**src/design/sosc_regs.vh**
```
// Register map, field positions and timing constants of the slow oscillator
// clock select and interrupt block.
// Assumes a 32-bit Avalon-MM slave whose address is the byte offset itself.
`ifndef SOSC_REGS_VH
`define SOSC_REGS_VH

// Byte offsets
`define SOSC_IRQ_ENABLE_CLEAR   8'h00
`define SOSC_IRQ_ENABLE_SET     8'h04
`define SOSC_INTERRUPT_FLAGS    8'h08
`define SOSC_STATUS             8'h0c
`define SOSC_RTC_CLOCK_SELECT   8'h10
`define SOSC_WDT_CLOCK_CTRL     8'h14

// Interrupt, flag and status bit positions
`define SOSC_BIT_CRYSTAL_READY  0
`define SOSC_BIT_INTERNAL_READY 1
`define SOSC_IRQ_WIDTH          2

// Watchdog clock control bit
`define SOSC_BIT_WDT_ENABLE     0

// RTC clock select field
`define SOSC_RTC_SEL_WIDTH      3
`define SOSC_RTC_SEL_RESET      3'h0
`define SOSC_RTC_SEL_ULP_1K     3'h0
`define SOSC_RTC_SEL_ULP_32K    3'h1
`define SOSC_RTC_SEL_INT_1K     3'h2
`define SOSC_RTC_SEL_INT_32K    3'h3
`define SOSC_RTC_SEL_XTAL_1K    3'h4
`define SOSC_RTC_SEL_XTAL_32K   3'h5

// Watchdog counter clock: 1.024 kHz as a divide of the 32.768 kHz tick
`define SOSC_WDT_HZ             1024
`define SOSC_ULP_HZ             32768
`define SOSC_WDT_DIV            (`SOSC_ULP_HZ / `SOSC_WDT_HZ)

`endif

```
**src/design/sosc_clock_select_irq.v**
```verilog
// Slow oscillator controller: watchdog counter clock, RTC clock selection,
// ready interrupts and wake-up.
// Assumes oscillator ticks and ready bits are asynchronous to ref_clk and are
// synchronised here; watchdog and RTC consume one-cycle tick enables.
// Operation
// RULE1: Always-running 1.024kHz tick gated for watchdog
// RULE2: RTC clock chosen by select field
// RULE3: Software picks RTC clock before enabling counter
// RULE4: Crystal ready rising edge sets flag
// RULE5: Internal oscillator ready rising edge sets flag
// RULE6: Enabled pending flags drive wake-up request
// RULE7: Enable set/clear registers share one state
// RULE8: Request when flag and enable both set
// RULE9: Request holds until clear, disable, reset
// RULE10: One shared request line; flags readable
// RULE11: Software enables watchdog clock before use
// RULE12: Watchdog clock sourced from ultra-low-power oscillator
// RULE13: Write one clears flag; event wins
`timescale 1ns/1ns
`default_nettype none
`include "sosc_regs.vh"

module sosc_clock_select_irq #(
  parameter WDT_DIV = `SOSC_WDT_DIV
) (
  // Clock and reset
  input  wire        ref_clk,
  input  wire        rst_b,
  // Avalon-MM slave
  input  wire [7:0]  avs_address,
  input  wire        avs_read,
  input  wire        avs_write,
  input  wire [31:0] avs_writedata,
  input  wire [3:0]  avs_byteenable,
  output reg  [31:0] avs_readdata,
  output reg         avs_waitrequest,
  // Oscillator ticks and ready levels (asynchronous)
  input  wire        ultra_low_power_osc,
  input  wire        ultra_low_power_osc_1k,
  input  wire        internal_osc_32k,
  input  wire        internal_osc_1k,
  input  wire        crystal_osc_32k,
  input  wire        crystal_osc_1k,
  input  wire        crystal_ready,
  input  wire        internal_osc_ready,
  // Watchdog clock request and clock enables
  input  wire        watchdog_clock_request,
  output reg         watchdog_counter_clock,
  output reg         rtc_counter_clock,
  // Interrupt and wake-up
  output reg         irq,
  output reg         wakeup_request
);

  localparam NS = 8;
  localparam [NS-1:0] ZERO = {NS{1'b0}};

  // Sync order: ulp32, ulp1k, int32, int1k, x32, x1k, xrdy, irdy
  wire [NS-1:0] async_in = {internal_osc_ready, crystal_ready,
                            crystal_osc_1k, crystal_osc_32k,
                            internal_osc_1k, internal_osc_32k,
                            ultra_low_power_osc_1k, ultra_low_power_osc};
  reg  [NS-1:0] sync1_q;
  reg  [NS-1:0] sync2_q;
  reg  [NS-1:0] sync3_q;

  always @(posedge ref_clk or negedge rst_b) begin
    if (!rst_b) begin
      sync1_q <= ZERO;
      sync2_q <= ZERO;
      sync3_q <= ZERO;
    end else begin
      sync1_q <= async_in;
      sync2_q <= sync1_q;
      sync3_q <= sync2_q;
    end
  end

  // One-cycle rising-edge pulses from the second stage onward
  wire [NS-1:0] rise = sync2_q & ~sync3_q;
  wire          ulp_tick = rise[0];

  // Registers
  reg  [`SOSC_IRQ_WIDTH-1:0]    irq_en_q;
  reg  [`SOSC_IRQ_WIDTH-1:0]    flags_q;
  reg  [`SOSC_RTC_SEL_WIDTH-1:0] rtc_sel_q;
  reg                           wdt_en_q;
  reg  [7:0]                    wdt_div_q;

  function sel_hit;
    input [7:0] addr;
    input [7:0] offs;
    begin
      sel_hit = (addr == offs);
    end
  endfunction

  // Single-cycle answer: accept on first cycle, release waitrequest after.
  // A write lands at the edge where the master sees waitrequest low.
  wire access = (avs_read | avs_write) & avs_waitrequest;
  wire wr_lo  = avs_write & ~avs_waitrequest & avs_byteenable[0];
  wire wr_en_set = wr_lo & sel_hit(avs_address, `SOSC_IRQ_ENABLE_SET);
  wire wr_en_clr = wr_lo & sel_hit(avs_address, `SOSC_IRQ_ENABLE_CLEAR);
  wire wr_flags  = wr_lo & sel_hit(avs_address, `SOSC_INTERRUPT_FLAGS);
  wire wr_rtc    = wr_lo & sel_hit(avs_address, `SOSC_RTC_CLOCK_SELECT);
  wire wr_wdt    = wr_lo & sel_hit(avs_address, `SOSC_WDT_CLOCK_CTRL);

  wire [`SOSC_IRQ_WIDTH-1:0] wdata = avs_writedata[`SOSC_IRQ_WIDTH-1:0];
  wire [`SOSC_IRQ_WIDTH-1:0] ready_rise =
    {rise[7], rise[6]};                                       // [RULE4] [RULE5]

  reg [31:0] rdata_d;
  always @* begin
    rdata_d = 32'h0;
    case (avs_address)
      `SOSC_IRQ_ENABLE_SET,
      `SOSC_IRQ_ENABLE_CLEAR: rdata_d[`SOSC_IRQ_WIDTH-1:0] = irq_en_q;
      `SOSC_INTERRUPT_FLAGS:  rdata_d[`SOSC_IRQ_WIDTH-1:0] = flags_q; // [RULE10]
      `SOSC_STATUS:           rdata_d[`SOSC_IRQ_WIDTH-1:0] = sync3_q[7:6];
      `SOSC_RTC_CLOCK_SELECT: rdata_d[`SOSC_RTC_SEL_WIDTH-1:0] = rtc_sel_q;
      `SOSC_WDT_CLOCK_CTRL:   rdata_d[`SOSC_BIT_WDT_ENABLE] = wdt_en_q;
      default:                rdata_d = 32'h0;
    endcase
  end

  always @(posedge ref_clk or negedge rst_b) begin
    if (!rst_b) begin
      avs_waitrequest <= 1'b1;
      avs_readdata    <= 32'h0;
    end else begin
      avs_waitrequest <= ~access;
      if (access && avs_read)
        avs_readdata <= rdata_d;
    end
  end

  // Enable, flags and configuration
  always @(posedge ref_clk or negedge rst_b) begin
    if (!rst_b) begin
      irq_en_q  <= {`SOSC_IRQ_WIDTH{1'b0}};
      flags_q   <= {`SOSC_IRQ_WIDTH{1'b0}};
      rtc_sel_q <= `SOSC_RTC_SEL_RESET;
      wdt_en_q  <= 1'b0;
    end else begin
      // Set and clear share one enable; a clear writes after a set
      irq_en_q <= (irq_en_q | (wr_en_set ? wdata : 2'h0))
                  & ~(wr_en_clr ? wdata : 2'h0);              // [RULE7]
      flags_q  <= (flags_q & ~(wr_flags ? wdata : 2'h0))
                  | ready_rise;                               // [RULE13]
      if (wr_rtc)
        rtc_sel_q <= avs_writedata[`SOSC_RTC_SEL_WIDTH-1:0]; // [RULE2]
      if (wr_wdt)
        wdt_en_q <= avs_writedata[`SOSC_BIT_WDT_ENABLE];
    end
  end

  // 1.024 kHz tick from the free-running ultra-low-power oscillator
  always @(posedge ref_clk or negedge rst_b) begin
    if (!rst_b) begin
      wdt_div_q <= 8'h0;
    end else if (ulp_tick) begin                              // [RULE12]
      if (wdt_div_q == WDT_DIV - 1)
        wdt_div_q <= 8'h0;
      else
        wdt_div_q <= wdt_div_q + 8'h1;
    end
  end

  wire wdt_tick = ulp_tick && (wdt_div_q == WDT_DIV - 1);

  // RTC tick mux; every oscillator output is a legal source
  reg rtc_tick;
  always @* begin
    case (rtc_sel_q)
      `SOSC_RTC_SEL_ULP_1K:   rtc_tick = rise[1];
      `SOSC_RTC_SEL_ULP_32K:  rtc_tick = rise[0];
      `SOSC_RTC_SEL_INT_1K:   rtc_tick = rise[3];
      `SOSC_RTC_SEL_INT_32K:  rtc_tick = rise[2];
      `SOSC_RTC_SEL_XTAL_1K:  rtc_tick = rise[5];
      `SOSC_RTC_SEL_XTAL_32K: rtc_tick = rise[4];
      default:                rtc_tick = 1'b0;                // [RULE2]
    endcase
  end

  wire pending = |(flags_q & irq_en_q);                       // [RULE8] [RULE9]

  always @(posedge ref_clk or negedge rst_b) begin
    if (!rst_b) begin
      watchdog_counter_clock <= 1'b0;
      rtc_counter_clock      <= 1'b0;
      irq                    <= 1'b0;
      wakeup_request         <= 1'b0;
    end else begin
      watchdog_counter_clock <= wdt_tick & wdt_en_q
                                & watchdog_clock_request;     // [RULE1]
      rtc_counter_clock      <= rtc_tick;
      irq                    <= pending;                      // [RULE10]
      wakeup_request         <= pending;                      // [RULE6]
    end
  end

endmodule // sosc_clock_select_irq
`default_nettype wire

```
**config.mk**
```make
export PLATFORM = sky130hd
export DESIGN_NAME = sosc_clock_select_irq
export DESIGN_NICKNAME = d
export VERILOG_FILES = /design/src/design/sosc_clock_select_irq.v
export VERILOG_INCLUDE_DIRS = /design/src /design/src/design
export SDC_FILE = /design/constraint.sdc
export NUM_CORES = 1
export LEC_CHECK = 0
export ABC_AREA = 1
export BUFFER_PORTS_ARGS = -buffer_cell sky130_fd_sc_hd__buf_4
export CORE_MARGIN = 4
export CORE_UTILIZATION = 50
export DETAILED_ROUTE_END_ITERATION = 6
export PLACE_DENSITY = 0.83
export SLEW_MARGIN = 20
export SYNTH_ARGS = -nofsm -noshare
export SYNTH_HDL_FRONTEND = slang
export SYNTH_SLANG_ARGS = --single-unit
```
**constraint.sdc**
```tcl
create_clock -name ref_clk -period 3.5 [get_ports ref_clk]
set_input_delay 0.175 -clock ref_clk [delete_from_list [all_inputs] [get_ports ref_clk]]
set_output_delay 0.175 -clock ref_clk [all_outputs]
set_load 0.01 [all_outputs]
```
==> qor.yml <==
status: "finished clean"
die_w_um: 73.4
synth_edf_count: 0
ys.flop_type: "dfrtp_1"
drtPass1Iterations: 4
cp-end-kind: "flip-flop"
pre_cts_slack_ns: 2.17
required_ns: 3.73
coreArea_um2: 4060
fin_nets: 330
max-slew-margin-rel: 0.623
critical-path-slowest-cell: "dfrtp_1"
dp_hpwl_mm: 2.65
gp_congestion: 0.835
worst_skew_pair.late_latency_ns: 0.31
fin_ws_ns: 2.16
grt_pass1_wl_mm: 6.05
grtUsageTotal: 0.149
path_cells: "ha_1, inv_1, nor3_1, nand3_1, o21ai_0, a21oi_1"
grt_start_max_net_pins: 48
p_switching_w: 0.000317
first_global_vias: 1389
antenna_found_initial: 0
placementRows: 23
syn_avg_cell_area_um2: 9.47
synthArstFlopShare: 1.00
cp_top_family: "flip-flops"
rsz0062_at_grt: "false"
post-route-util: 0.623
cp_max_fo: 4
finalPower_w: 0.00118
layout-drive-gt1-share: 0.212
hold-path-endpoint: "watchdog_counter_clock"
drt_iter0_markers: 56
p_leak_nw: 1.32
hp-start: "watchdog_clock_request"
cp.arrival_ns: 1.57
cts.htree.levels: 2
routed_via_density: 4.63
combPwrFrac: 0.133
fin_hold_ws_ns: 0.0940
pin_count: 94
numCtsBuffers: 5
routed_wl_mm: 3.56
r2r_end: "wdt_div_q[3]"
fin_crit_sh: 0.384
rr_worst_depth: 6
cp_slowest_stage_delay_ns: 0.45
netlist-cell-type-count: 28
tritoncts: "yes"
wl_per_cell_um: 11.0
maxCapViolCount: 0
n_antenna_cell: 0
port_buffers: 32
tightest_slew_ns: 0.566
synth_top_area_share: 0.538
p_int_w: 0.000867
p_per_area_nw_per_um2: 468
cts_setup_buffers: 0
clkPwrFrac: 0.341
syn_area_um2: 2140
ir_drop_mv: 0.350
holdCritPathClass: "input port to flip-flop"
synth_area_leaders: "dfrtp_1, buf_4, nand2_1"
yosys.area.top_type: "dfrtp_1"
ys_ff_latch: 47
grt-ovfl-total: 0
holdPathStages: 3
ys_warn_count: 0
crit_type: "flip-flop to flip-flop"
cp_num_buf_inv: 1
fin_skew_ns: 0.00961
finalHoldViolCount: 0
yosysMostFrequentCell: "dfrtp_1"
r2r_slack_ns: 2.16
fin_setup_tns_ns: 0
syn2layout_area_growth_pct: 18.2
via_count: 1497
die_area_um2: 5390
clk_pin_slew_ns: 0.09
max_freq_ghz: 0.744
ys_top_cells_by_count: "dfrtp_1, nand2_1, buf_4"
netlist_instances: 226
drtAntennaViolNets: 0
cts_root_buffer: "clkbuf_8"
r2r-start: "wdt_div_q[0]"
drc: 0
numClockSinks: 47
final_max_slew_viol_count: 0
yosysSeqAreaShare: 0.550
initial_utilization: 0.527
start_kind: "flip-flop"
min_period_ns: 1.34
cts_buffer_depth: 2
p_seq_frac: 0.527
setup_viol: 0
swShare: 0.268
dieHeight_um: 73.4
[per-stage QoR]
step                      instance area [um2]  std cells
after floorplan                          2240        254
after global placement                   2320        306
after detailed placement                 2320        306
after CTS                                2530        323
after global routing                     2530        323
final                                    2530        323
[registers in the layout (all words and copies together) (netlist names)]
register                cells
avs_waitrequest             1
sync3_q                     8
wdt_div_q                   8
rtc_counter_clock           1
wakeup_request              1
rtc_sel_q                   3
flags_q                     2
wdt_en_q                    1
sync1_q                     8
sync2_q                     8
avs_readdata                3
irq_en_q                    2
watchdog_counter_clock      1
[layout by cell type (no fill, tap or decap), types with 2 or more instances in the layout]
| cell type | count |
|---|---|
| dfrtp_1 | 46 |
| nand2_1 | 39 |
| buf_4 | 32 |
| inv_1 | 29 |
| conb_1 | 29 |
| nand3_1 | 16 |
| nor2_1 | 12 |
| o21ai_0 | 11 |
| dlygate4sd3_1 | 9 |
| o21ai_1 | 5 |
| clkbuf_8 | 5 |
| nor2_2 | 4 |
| a21oi_1 | 4 |
| xor2_1 | 4 |
| nor2_4 | 3 |
| inv_2 | 3 |
| nor3_1 | 3 |
| nand2_2 | 2 |
| nor3_2 | 2 |
| o31ai_1 | 2 |
[worst max path at each step]
stage	from	endpoint	slack [ns]	cells past startpoint
after floorplan	avs_waitrequest	irq_en_q[0]	2.31	7
after global placement	avs_waitrequest	irq_en_q[1]	2.22	7
after detailed placement	avs_waitrequest	irq_en_q[0]	2.17	7
after CTS	wdt_div_q[0]	wdt_div_q[6]	2.15	6
after global routing	wdt_div_q[0]	wdt_div_q[3]	1.99	6
final	wdt_div_q[0]	wdt_div_q[3]	2.16	6
[worst register-to-register path, cell delays in order (launching register included)]
cell	delay, ns
dfrtp_1	0.45
ha_1	0.23
inv_1	0.10
nor3_1	0.06
nand3_1	0.15
o21ai_0	0.12
a21oi_1	0.16
[final cells by class]
class | instances | area [um2]
Timing Repair Buffer | 41 | 330
Fill cell | 347 | 1530
Multi-Input combinational cell | 145 | 722
Clock buffer | 5 | 68.8
Clock inverter | 3 | 47.5
Sequential cell | 47 | 1180
Tap cell | 50 | 62.6
Inverter | 32 | 120
[cell families after synthesis]
logic type      synth area share
simple gates               0.203
buf+inv                    0.161
flops                      0.550
compound gates            0.0614
xor+xnor                  0.0164
fa+ha+maj                0.00585
other cells              0.00175
[power groups by stage]
stage	combinational [W]	sequential, W	clock (W)
3_5_place_dp	0.000150	0.000634	0
2_1_floorplan	0.000121	0.000626	0
5_1_grt	0.000181	0.000632	0.000439
6_report	0.000157	0.000624	0.000403
3_3_place_gp	0.000141	0.000631	0
4_1_cts	0.000158	0.000623	0.000415
[per-layer routing]
metal  vias up  share of wire  GRT usage  routed length (um)
met5         -              0          0                   0
met4         0          0.017     0.0684                  60
met3         5          0.067     0.0520                 239
met2        41           0.50      0.237                1790
met1       714           0.41      0.181                1470
li1        737              -          -                   -
[what timing repair did]
item,CTS,global route
hold buffers,9,0
hold endpoints to repair,54,0
resized for setup,0,0
Power figures use the tool's default switching activity.
